[src/design/rsq_pkg.sv]
package rsq_pkg;
    // register byte addresses
    localparam logic [7:0] ADDR_MODEM_CFG = 8'h00;
    localparam logic [7:0] ADDR_PKT_CTRL = 8'h04;
    localparam logic [7:0] ADDR_GAIN_CTRL = 8'h08;
    localparam logic [7:0] ADDR_PIN_CFG = 8'h0C;
    localparam logic [7:0] ADDR_LEVEL = 8'h10;
    localparam logic [7:0] ADDR_PKT_STATUS = 8'h14;
    localparam logic [7:0] ADDR_IRQ_STATUS = 8'h18;
    localparam logic [7:0] ADDR_IRQ_MASK = 8'h1C;
    localparam logic [7:0] ADDR_STATUS_BYTE = 8'h20;
    localparam logic [7:0] ADDR_RX_CTRL = 8'h24;
    // field positions
    localparam int SYNC_MODE_LSB = 0;
    localparam int PQT_LSB = 0;
    localparam int APPEND_BIT = 3;
    localparam int ABS_OFS_LSB = 0;
    localparam int REL_THR_LSB = 4;
    localparam int MAG_TGT_LSB = 8;
    localparam int FILT_LEN_LSB = 12;
    localparam int PIN0_LSB = 0;
    localparam int PIN1_LSB = 8;
    localparam int ST_PQ_BIT = 0;
    localparam int ST_CS_BIT = 1;
    localparam int ST_SYNC_BIT = 2;
    localparam int ST_PIN0_BIT = 3;
    localparam int ST_PIN1_BIT = 4;
    localparam int IRQ_SYNC = 0;
    localparam int IRQ_PQ = 1;
    localparam int IRQ_CS = 2;
    // reset values
    localparam logic [2:0] SYNC_MODE_RST = 3'h2;
    localparam logic [3:0] ABS_OFS_RST = 4'h0;
    localparam logic [2:0] MAG_TGT_RST = 3'h3;
    localparam logic [1:0] REL_THR_RST = 2'h0;
    localparam logic [1:0] FILT_LEN_RST = 2'h1;
    localparam logic [5:0] PIN_RST = 6'h00;
    // pin select codes
    localparam logic [5:0] PIN_SEL_PQ = 6'h08;
    localparam logic [5:0] PIN_SEL_CS = 6'h0E;
    localparam logic [5:0] PIN_SEL_SYNC = 6'h06;
    // counter arithmetic
    localparam logic [7:0] PQ_DEC = 8'h08;
    localparam int HYST_HALF_DB = 2;
    localparam logic [31:0] BUS_OKAY = 32'h0;
endpackage : rsq_pkg

[src/design/rsq_qualifiers.sv]
`timescale 1ns/1ps
// What this block does
// - no fifo writes before qualifying sync in modes 1..3 and 5..7
// - sync mode selects bit-match requirement
// - modes 4..7 add carrier sense requirement
// - preamble counter: +1 toggle, -8 repeat
// - sync gated until counter reaches 4*threshold
// - preamble reached flag in status, pin code 8
// - level tracks until sync, frozen until rx
// - level is two's complement half-dB
// - level updates at filter-length derived rate
// - append places last level in status byte
// - absolute sense with hysteresis around threshold
// - relative sense on dB step between samples
// - sync search only while sense asserted in modes 5..7
// - sense in status and pin code 14
// - absolute offset spans -7..+7 dB steps
// - reset: offset 0, magnitude target 3
module rsq_qualifiers
    import rsq_pkg::*;
#(
    parameter int LEVEL_W = 8,
    parameter int BASE_DIV = 4
) (
    input wire logic clk_i,
    input wire logic rst_i,
    input wire logic [31:0] haddr_i,
    input wire logic [1:0] htrans_i,
    input wire logic hwrite_i,
    input wire logic [2:0] hsize_i,
    input wire logic [31:0] hwdata_i,
    input wire logic hsel_i,
    input wire logic hready_i,
    output logic [31:0] hrdata_o,
    output logic hreadyout_o,
    output logic hresp_o,
    input wire logic rx_state_enter_i,
    input wire logic rx_active_i,
    input wire logic bit_valid_i,
    input wire logic bit_i,
    input wire logic [LEVEL_W-1:0] level_sample_i,
    input wire logic level_valid_i,
    input wire logic [5:0] sync_errors_16_i,
    input wire logic [5:0] sync_errors_32_i,
    input wire logic sync_window_i,
    input wire logic payload_end_i,
    output logic sync_found_o,
    output logic fifo_write_en_o,
    output logic [7:0] status_byte_o,
    output logic status_byte_valid_o,
    output logic carrier_sense_o,
    output logic pin0_o,
    output logic pin1_o,
    output logic irq_o
);
    // elaboration checks; the 11-bit rate counter must hold BASE_DIV*8
    if (LEVEL_W != 8) begin : g_bad_level_w
        $error("level width must be 8");
    end
    if (BASE_DIV < 1 || BASE_DIV > 256) begin : g_bad_div
        $error("base divider must be 1 to 256");
    end

    // host register state
    logic [2:0] sync_mode_q, sync_mode_d;
    logic [2:0] pqt_q, pqt_d;
    logic append_q, append_d;
    logic [3:0] abs_ofs_q, abs_ofs_d;
    logic [1:0] rel_thr_q, rel_thr_d;
    logic [2:0] mag_tgt_q, mag_tgt_d;
    logic [1:0] filt_len_q, filt_len_d;
    logic [5:0] pin0_sel_q, pin0_sel_d, pin1_sel_q, pin1_sel_d;
    logic [2:0] irq_st_q, irq_st_d, irq_mask_q, irq_mask_d;
    logic signed [7:0] thr_base_q, thr_base_d;
    // bus pipeline
    logic wr_pend_q, wr_pend_d;
    logic [7:0] wr_addr_q, wr_addr_d;
    logic [31:0] hrdata_q, hrdata_d;
    // qualifier state
    logic [7:0] pq_cnt_q, pq_cnt_d;
    logic prev_bit_q, prev_bit_d, have_bit_q, have_bit_d;
    logic [7:0] level_q, level_d, last_level_q, last_level_d;
    logic frozen_q, frozen_d;
    logic [10:0] rate_cnt_q, rate_cnt_d;
    logic cs_abs_q, cs_abs_d, cs_rel_q, cs_rel_d;
    logic synced_q, synced_d;
    logic sync_pulse_q, sync_pulse_d;
    logic [7:0] sbyte_q, sbyte_d;
    logic sbyte_v_q, sbyte_v_d;
    logic pin0_q, pin0_d, pin1_q, pin1_d, irq_q, irq_d;
    logic pq_prev_q, pq_prev_d, cs_prev_q, cs_prev_d;

    // pin multiplexer used for both output pins
    function automatic logic pin_mux(input logic [5:0] sel, input logic pq,
                                     input logic cs, input logic sy);
        case (sel)
            PIN_SEL_PQ: pin_mux = pq;
            PIN_SEL_CS: pin_mux = cs;
            PIN_SEL_SYNC: pin_mux = sy;
            default: pin_mux = 1'b0;
        endcase
    endfunction : pin_mux

    // relative step in half-dB units: code 0 disables, else 6/10/14 dB
    function automatic logic signed [9:0] rel_step(input logic [1:0] code);
        rel_step = 10'(signed'({6'h00, code}) * 8 + 4);
    endfunction : rel_step

    // shared qualifier terms
    logic pq_reached, cs_now, bits_ok, sync_hit;
    logic signed [9:0] thr_eff, lvl_s, diff;

    // combinational qualifier terms
    always_comb begin
        pq_reached = (pqt_q == 3'h0) || (pq_cnt_q >= {3'h0, pqt_q, 2'h0});
        cs_now = cs_abs_q || cs_rel_q;
        case (sync_mode_q[1:0])
            2'h0: bits_ok = 1'b1;
            2'h1: bits_ok = sync_errors_16_i <= 6'h01;
            2'h2: bits_ok = sync_errors_16_i == 6'h00;
            default: bits_ok = sync_errors_32_i <= 6'h02;
        endcase
        // modes 0 and 4 need no sync; the others need the gates
        sync_hit = sync_window_i && bits_ok && pq_reached
                   && (!sync_mode_q[2] || cs_now);
        // offset field is a signed 4-bit dB count, doubled into half-dB
        thr_eff = 10'(thr_base_q)
                + (10'(signed'(abs_ofs_q)) <<< 1);
        lvl_s = 10'(signed'(level_q));
        diff = 10'(signed'(level_sample_i)) - lvl_s;
    end

    // next-state logic for everything
    always_comb begin
        sync_mode_d = sync_mode_q;
        pqt_d = pqt_q;
        append_d = append_q;
        abs_ofs_d = abs_ofs_q;
        rel_thr_d = rel_thr_q;
        mag_tgt_d = mag_tgt_q;
        filt_len_d = filt_len_q;
        pin0_sel_d = pin0_sel_q;
        pin1_sel_d = pin1_sel_q;
        irq_mask_d = irq_mask_q;
        thr_base_d = thr_base_q;
        irq_st_d = irq_st_q;
        hrdata_d = hrdata_q;
        wr_pend_d = 1'b0;
        wr_addr_d = wr_addr_q;
        pq_cnt_d = pq_cnt_q;
        prev_bit_d = prev_bit_q;
        have_bit_d = have_bit_q;
        level_d = level_q;
        last_level_d = last_level_q;
        frozen_d = frozen_q;
        rate_cnt_d = rate_cnt_q;
        cs_abs_d = cs_abs_q;
        cs_rel_d = cs_rel_q;
        synced_d = synced_q;
        sync_pulse_d = 1'b0;
        sbyte_d = sbyte_q;
        sbyte_v_d = 1'b0;
        // address phase: reads answer in the next cycle, writes land then
        if (hsel_i && hready_i && htrans_i[1]) begin
            if (hwrite_i) begin
                wr_pend_d = 1'b1;
                wr_addr_d = haddr_i[7:0];
            end else begin
                case (haddr_i[7:0])
                    ADDR_MODEM_CFG: hrdata_d = {29'h0, sync_mode_q};
                    ADDR_PKT_CTRL: hrdata_d = {28'h0, append_q, pqt_q};
                    ADDR_GAIN_CTRL: hrdata_d = {18'h0, filt_len_q, 1'b0, mag_tgt_q,
                                                2'h0, rel_thr_q, abs_ofs_q};
                    ADDR_PIN_CFG: hrdata_d = {18'h0, pin1_sel_q, 2'h0, pin0_sel_q};
                    ADDR_LEVEL: hrdata_d = {24'h0, level_q};
                    ADDR_PKT_STATUS: hrdata_d = {27'h0, pin1_q, pin0_q, synced_q,
                                                 carrier_sense_o, pq_reached};
                    ADDR_IRQ_STATUS: hrdata_d = {29'h0, irq_st_q};
                    ADDR_IRQ_MASK: hrdata_d = {29'h0, irq_mask_q};
                    ADDR_STATUS_BYTE: hrdata_d = {24'h0, sbyte_q};
                    ADDR_RX_CTRL: hrdata_d = {24'h0, thr_base_q};
                    default: hrdata_d = 32'h0;
                endcase
            end
        end
        // data phase: the write lands at its end
        if (wr_pend_q) begin
            case (wr_addr_q)
                ADDR_MODEM_CFG: sync_mode_d = hwdata_i[SYNC_MODE_LSB +: 3];
                ADDR_PKT_CTRL: begin
                    pqt_d = hwdata_i[PQT_LSB +: 3];
                    append_d = hwdata_i[APPEND_BIT];
                end
                ADDR_GAIN_CTRL: begin
                    // offset code 8 (-8 dB) is out of range, clamp to -7
                    abs_ofs_d = (hwdata_i[ABS_OFS_LSB +: 4] == 4'h8) ? 4'h9
                              : hwdata_i[ABS_OFS_LSB +: 4];
                    rel_thr_d = hwdata_i[REL_THR_LSB +: 2];
                    mag_tgt_d = hwdata_i[MAG_TGT_LSB +: 3];
                    filt_len_d = hwdata_i[FILT_LEN_LSB +: 2];
                end
                ADDR_PIN_CFG: begin
                    pin0_sel_d = hwdata_i[PIN0_LSB +: 6];
                    pin1_sel_d = hwdata_i[PIN1_LSB +: 6];
                end
                ADDR_IRQ_MASK: irq_mask_d = hwdata_i[2:0];
                ADDR_IRQ_STATUS: irq_st_d = irq_st_q & ~hwdata_i[2:0];
                ADDR_RX_CTRL: thr_base_d = hwdata_i[7:0];
                default: ;
            endcase
        end
        // preamble quality estimator, saturating at both ends
        if (bit_valid_i) begin
            prev_bit_d = bit_i;
            have_bit_d = 1'b1;
            if (have_bit_q && bit_i != prev_bit_q) begin
                if (pq_cnt_q != 8'hFF) pq_cnt_d = pq_cnt_q + 8'h01;
            end else if (have_bit_q) begin
                pq_cnt_d = (pq_cnt_q > PQ_DEC) ? pq_cnt_q - PQ_DEC : 8'h00;
            end
        end
        // level sampling divided down by BASE_DIV times 2^filter length
        if (level_valid_i) begin
            if (rate_cnt_q == 11'(BASE_DIV * (1 << filt_len_q)) - 11'h1) begin
                rate_cnt_d = 11'h0;
                if (!frozen_q) level_d = level_sample_i;
                last_level_d = level_sample_i;
                // relative sense on step from the stored level (frozen after sync) to the new sample
                if (rel_thr_q != 2'h0) begin
                    if (diff >= rel_step(rel_thr_q)) cs_rel_d = 1'b1;
                    else if (diff <= -rel_step(rel_thr_q)) cs_rel_d = 1'b0;
                end else begin
                    cs_rel_d = 1'b0;
                end
            end else begin
                rate_cnt_d = rate_cnt_q + 11'h1;
            end
        end
        // absolute sense with a small hysteresis band
        if (lvl_s > thr_eff + 10'(HYST_HALF_DB)) cs_abs_d = 1'b1;
        else if (lvl_s < thr_eff - 10'(HYST_HALF_DB)) cs_abs_d = 1'b0;
        // sync detection, then freeze until the next rx entry
        if (rx_active_i && !synced_q && sync_mode_q[1:0] != 2'h0 && sync_hit) begin
            synced_d = 1'b1;
            frozen_d = 1'b1;
            sync_pulse_d = 1'b1;
        end
        // status byte takes the newest sample, frozen or not
        if (payload_end_i && append_q) begin
            sbyte_d = last_level_q;
            sbyte_v_d = 1'b1;
        end
        // entering rx restarts the sync and preamble qualifiers, not carrier sense
        if (rx_state_enter_i) begin
            frozen_d = 1'b0;
            synced_d = 1'b0;
            pq_cnt_d = 8'h00;
            have_bit_d = 1'b0;
        end
        // events set after the clear so a same-cycle set wins
        if (sync_pulse_d) irq_st_d[IRQ_SYNC] = 1'b1;
        if (pq_reached && !pq_prev_q) irq_st_d[IRQ_PQ] = 1'b1;
        if (cs_now && !cs_prev_q) irq_st_d[IRQ_CS] = 1'b1;
    end

    // registered outputs
    always_comb begin
        pq_prev_d = pq_reached;
        cs_prev_d = cs_now;
        pin0_d = pin_mux(pin0_sel_q, pq_reached, cs_now, synced_q);
        pin1_d = pin_mux(pin1_sel_q, pq_reached, cs_now, synced_q);
        irq_d = |(irq_st_d & irq_mask_d);
    end

    // output flops for sense and the fifo gate
    logic cs_out_q, fifo_en_q;
    // registers; thresholds reset to offset 0, magnitude 3
    always_ff @(posedge clk_i) begin
        if (rst_i) begin
            sync_mode_q <= SYNC_MODE_RST;
            pqt_q <= 3'h0;
            append_q <= 1'b0;
            abs_ofs_q <= ABS_OFS_RST;
            mag_tgt_q <= MAG_TGT_RST;
            rel_thr_q <= REL_THR_RST;
            filt_len_q <= FILT_LEN_RST;
            pin0_sel_q <= PIN_RST;
            pin1_sel_q <= PIN_RST;
            irq_st_q <= 3'h0;
            irq_mask_q <= 3'h0;
            thr_base_q <= 8'h0;
            hrdata_q <= 32'h0;
            wr_pend_q <= 1'b0;
            wr_addr_q <= 8'h00;
            pq_cnt_q <= 8'h00;
            prev_bit_q <= 1'b0;
            have_bit_q <= 1'b0;
            level_q <= 8'h80;
            last_level_q <= 8'h80;
            frozen_q <= 1'b0;
            rate_cnt_q <= 11'h0;
            cs_abs_q <= 1'b0;
            cs_rel_q <= 1'b0;
            synced_q <= 1'b0;
            sync_pulse_q <= 1'b0;
            sbyte_q <= 8'h00;
            sbyte_v_q <= 1'b0;
            pin0_q <= 1'b0;
            pin1_q <= 1'b0;
            irq_q <= 1'b0;
            pq_prev_q <= 1'b0;
            cs_prev_q <= 1'b0;
            cs_out_q <= 1'b0;
            fifo_en_q <= 1'b0;
        end else begin
            sync_mode_q <= sync_mode_d;
            pqt_q <= pqt_d;
            append_q <= append_d;
            abs_ofs_q <= abs_ofs_d;
            mag_tgt_q <= mag_tgt_d;
            rel_thr_q <= rel_thr_d;
            filt_len_q <= filt_len_d;
            pin0_sel_q <= pin0_sel_d;
            pin1_sel_q <= pin1_sel_d;
            irq_st_q <= irq_st_d;
            irq_mask_q <= irq_mask_d;
            thr_base_q <= thr_base_d;
            hrdata_q <= hrdata_d;
            wr_pend_q <= wr_pend_d;
            wr_addr_q <= wr_addr_d;
            pq_cnt_q <= pq_cnt_d;
            prev_bit_q <= prev_bit_d;
            have_bit_q <= have_bit_d;
            level_q <= level_d;
            last_level_q <= last_level_d;
            frozen_q <= frozen_d;
            rate_cnt_q <= rate_cnt_d;
            cs_abs_q <= cs_abs_d;
            cs_rel_q <= cs_rel_d;
            synced_q <= synced_d;
            sync_pulse_q <= sync_pulse_d;
            sbyte_q <= sbyte_d;
            sbyte_v_q <= sbyte_v_d;
            pin0_q <= pin0_d;
            pin1_q <= pin1_d;
            irq_q <= irq_d;
            pq_prev_q <= pq_prev_d;
            cs_prev_q <= cs_prev_d;
            cs_out_q <= cs_abs_d || cs_rel_d;
            // mode 0/4: no sync needed, mode 4 still waits on sense
            fifo_en_q <= rx_active_i && (sync_mode_d[1:0] == 2'h0
                         ? (!sync_mode_d[2] || cs_abs_d || cs_rel_d) : synced_d);
        end
    end

    // single-cycle answers, never wait states, always okay
    assign hrdata_o = hrdata_q;
    assign hreadyout_o = 1'b1;
    assign hresp_o = BUS_OKAY[0];
    assign sync_found_o = sync_pulse_q;
    assign fifo_write_en_o = fifo_en_q;
    assign status_byte_o = sbyte_q;
    assign status_byte_valid_o = sbyte_v_q;
    assign carrier_sense_o = cs_out_q;
    assign pin0_o = pin0_q;
    assign pin1_o = pin1_q;
    assign irq_o = irq_q;
endmodule : rsq_qualifiers

[config.mk]
export PLATFORM = sky130hd
export DESIGN_NAME = rsq_qualifiers
export DESIGN_NICKNAME = d
export VERILOG_FILES = /design/src/design/rsq_pkg.sv /design/src/design/rsq_qualifiers.sv
export SDC_FILE = /design/constraint.sdc
export NUM_CORES = 1
export LEC_CHECK = 0
export ABC_AREA = 1
export BUFFER_PORTS_ARGS = -buffer_cell sky130_fd_sc_hd__buf_2
export CAP_MARGIN = 20
export CORE_UTILIZATION = 55
export CTS_CLUSTER_SIZE = 20
export DETAILED_ROUTE_END_ITERATION = 8
export GPL_TIMING_DRIVEN = 0
export HOLD_SLACK_MARGIN = 0.1
export PLACE_DENSITY = 0.8
export SLEW_MARGIN = 20
export SYNTH_ARGS = -nofsm -noshare
export SYNTH_HDL_FRONTEND = slang
export SYNTH_SLANG_ARGS = --single-unit
[constraint.sdc]
create_clock -name clk_i -period 9.3 [get_ports clk_i]
set_clock_uncertainty 0.15 [all_clocks]
set_input_delay 1.86 -clock clk_i [delete_from_list [all_inputs] [get_ports clk_i]]
set_output_delay 1.86 -clock clk_i [all_outputs]
set_load 0.005 [all_outputs]
==> metrics.md <==
| Metric | Value |
|---|---|
| Crit path max-delay cell type | `fa_1` |
| Root buffer cell | `clkbuf_16` |
| HPWL Detailed | `16000 um` |
| Worst Path Max Fanout | `4` |
| Crit path top cell by count | `nand2_1` |
| Clock share of power | `0.530` |
| Routed WL | `21100 um` |
| RSZ-0062 raised after global routing | `false` |
| Hold slack | `0.312 ns` |
| WS Path Type | `primary input to flip-flop` |
| Largest net degree at the start of global routing | `17` |
| Global-route wire length before repair | `33300 um` |
| Post-synth EDFFs | `0` |
| Mapped Area | `7330 um^2` |
| DR WL/cell | `15.6 um` |
| Share of post-route cells with drive strength above 1 | `0.136` |
| NetSw | `300 uW` |
| Status | `completed` |
| Pre-antenna DRT Iters | `5` |
| Vias in the first global route | `6720` |
| Hold Path Class | `flip-flop to flip-flop` |
| Combinational group share of total power | `0.065` |
| Synthesized area per cell | `6.98 um^2` |
| Post-CTS setup buffer count | `0` |
| Layout area overhead | `18.1%` |
| Antenna Nets Post-Route | `0` |
| Relative slew slack | `0.484` |
| Critical path, cell by cell | `buf_2, inv_1, ha_1, inv_1, fa_1, a31oi_1, xnor2_1, ha_1, nor2_1, nand3_1, nand2_1, inv_1, nor2_1, nand3_1, nand2_1, nand2_1, nand2_1, nand2_1, a21oi_1` |
| Grt ovf | `0` |
| Asr flop ratio synth | `0` |
| CP startpoint kind | `primary input` |
| Mapped Cells | `1051` |
| Yosys top cell by area | `dfxtp_1` |
| H-tree depth | `4` |
| # DRC | `0` |
| Multi-input logic area | `4090 um^2` |
| DR iter-0 viols | `695` |
| Worst slew pin tran | `0.774 ns` |
| FF+latch count, synth | `125` |
| Synthesis Warnings | `0` |
| TritonCTS Buffers | `17` |
| Cts repair resizes | `0` |
| Peak per-stage delay on the critical path | `0.43 ns` |
| Via count of the routed design | `7480` |
| N_diodes | `0` |
| Die Y | `117 um` |
| Hold Fails Final Rpt | `0` |
| Maximum vdd drop | `0.000112 V` |
| Max-cap viol count | `0` |
| Most common cell in the netlist | `nand2_1` |
| Final setup viols | `0` |
| GRT Overall Usage | `0.309` |
| Min cycle time layout | `4.15 ns` |
| Initial Util | `0.572` |
| Final net count | `1323` |
| Clock buffer depth | `2` |
| CTS Hold Bufs | `0` |
| CTS tree | `done` |
| Number of fill cells | `1144` |
| Period utilisation layout | `0.447` |
| Initial antenna violation count | `0` |
| Seq/Total Area, Yosys | `0.341` |
| Sw Share | `0.224` |
| Final Max Slew Viols | `0` |
| Number of port buffers | `83` |
| Data arrival, critical path | `4.34 ns` |
| FF+latch area | `2500 um^2` |
| Synth top area share | `0.341` |
| Post-synth top cells | `196 x nand2_1, 148 x inv_1, 125 x dfxtp_1` |
| Clock latency on the worst-skew pair | `0.42 ns` |
| Cells after DPL | `1324` |
| PwrDens | `155 nW/um^2` |
| Die width | `117 um` |
| Seq pwr share | `0.405` |
| R2r setup slk | `5.59 ns` |
| Placement Setup Slack | `4.71 ns` |
| Top Ports | `150` |
| Total negative setup slack | `0 ns` |
| Top cells by area, synth | `dfxtp_1 34%, nand2_1 10%, ha_1 8.4%` |
| Clock slew at reported path FFs | `0.05 ns` |
| Core Area | `12800 um^2` |
| Gp weighted congestion | `0.975` |
| CP required | `9.49 ns` |
| Pleak | `0.00409 uW` |
| Clock Sinks | `125` |
| Final worst slack | `5.15 ns` |
| Die area | `13800 um^2` |
| # rows | `41` |
| Ys flop type | `dfxtp_1` |
| Yosys cell types | `50` |
| Max frequency | `241 MHz` |
| Crit end category | `flip-flop` |
| Filler-free cell count of the finished design | `1354` |
| Vias/cell | `5.52` |
| Int Power | `1040 uW` |
## power by group through the flow
stage                     logic (uW)  registers, uW  clock network, uW
after detailed placement        84.6            554                  0
after CTS                       85.4            542                710
after global placement          82.8            554                  0
final                           87.0            542                709
after global routing            97.1            543                733
after floorplan                 53.1            553                  0
## state kept, by name (all words and copies together), names as in the netlist, 4 cells and up
name / flops
rate_cnt_q: 11
level_q: 8
status_byte_o: 8
pin1_sel_q: 6
hrdata_o: 14
wr_addr_q: 8
thr_base_q: 8
pq_cnt_q: 8
abs_ofs_q: 4
last_level_q: 8
pin0_sel_q: 6
## path summary, 6_finish.rpt
path / startpoint / to / cells after the start
hold reg to reg: hrdata_o[5] / hrdata_o[5] / 2
hold / removal: hrdata_o[5] / hrdata_o[5] / 2
setup reg to reg: abs_ofs_q[0] / fifo_write_en_o / 20
setup / recovery: level_sample_i[0] / fifo_write_en_o / 19
## layout by cell type, fill, tap and decap left out, drive strengths merged, types with 2 or more instances in the layout
cell type / instances
nand2: 199
inv: 150
dfxtp: 125
nor2: 121
buf: 109
a21oi: 100
o21ai: 89
ha: 49
nand3: 48
clkbuf: 37
conb: 20
nor3: 18
nand4: 17
xor2: 16
a211oi: 11
xnor2: 7
or2: 7
o211ai: 7
nor4: 7
o22ai: 6
o21bai: 4
a31oi: 4
bufinv: 4
nand3b: 3
o2111ai: 3
and2: 3
clkinv: 3
o31ai: 2
o21a: 2
o221ai: 2
fa: 2
clkinvlp: 2
## critical path: cells and delay by family
family,cells,cell delay [ns]
AO/OA/AOI/OAI,2,0.40
XOR/XNOR,1,0.17
adder cells (fa/ha/maj),3,0.89
buffers and inverters,4,0.28
AND/OR/NAND/NOR,9,0.73
## area by class of cell
class / instances / area share
Multi-Input combinational cell: 752 / 0.472
Tap cell: 172 / 0.0249
Inverter: 149 / 0.0646
Buffer: 43 / 0.0288
Sequential cell: 125 / 0.289
Clock buffer: 20 / 0.0539
Clock inverter: 10 / 0.0188
Timing Repair Buffer: 83 / 0.0480
## through the flow
stage | power [uW] | util | cell area, um^2
floorplan | 606 | - | 7400
global placement | 636 | 0.626 | 8030
detailed placement | 638 | 0.626 | 8030
CTS | 1340 | 0.675 | 8660
global route | 1370 | 0.675 | 8660
finish | 1340 | 0.675 | 8660
## cell families (layout without fill, tap and decap cells)
family / count (synthesis) / after routing / share of synthesized area
other cells: 2 / 20 / 0.00102
fa+ha+maj: 51 / 51 / 0.0891
simple gates: 423 / 423 / 0.250
xor+xnor: 23 / 23 / 0.0295
mux: 1 / 1 / 0.00137
buf+inv: 192 / 305 / 0.110
compound gates: 234 / 234 / 0.177
flops: 125 / 125 / 0.341
## layer usage
layer	wire length [um]	up-vias	GRT usage
li1	-	3663	-
met3	2120	62	0.0838
met5	47	-	0.0257
met1	8640	3334	0.389
met4	654	2	0.128
met2	9610	419	0.497
(Power assumes the default switching activity.)
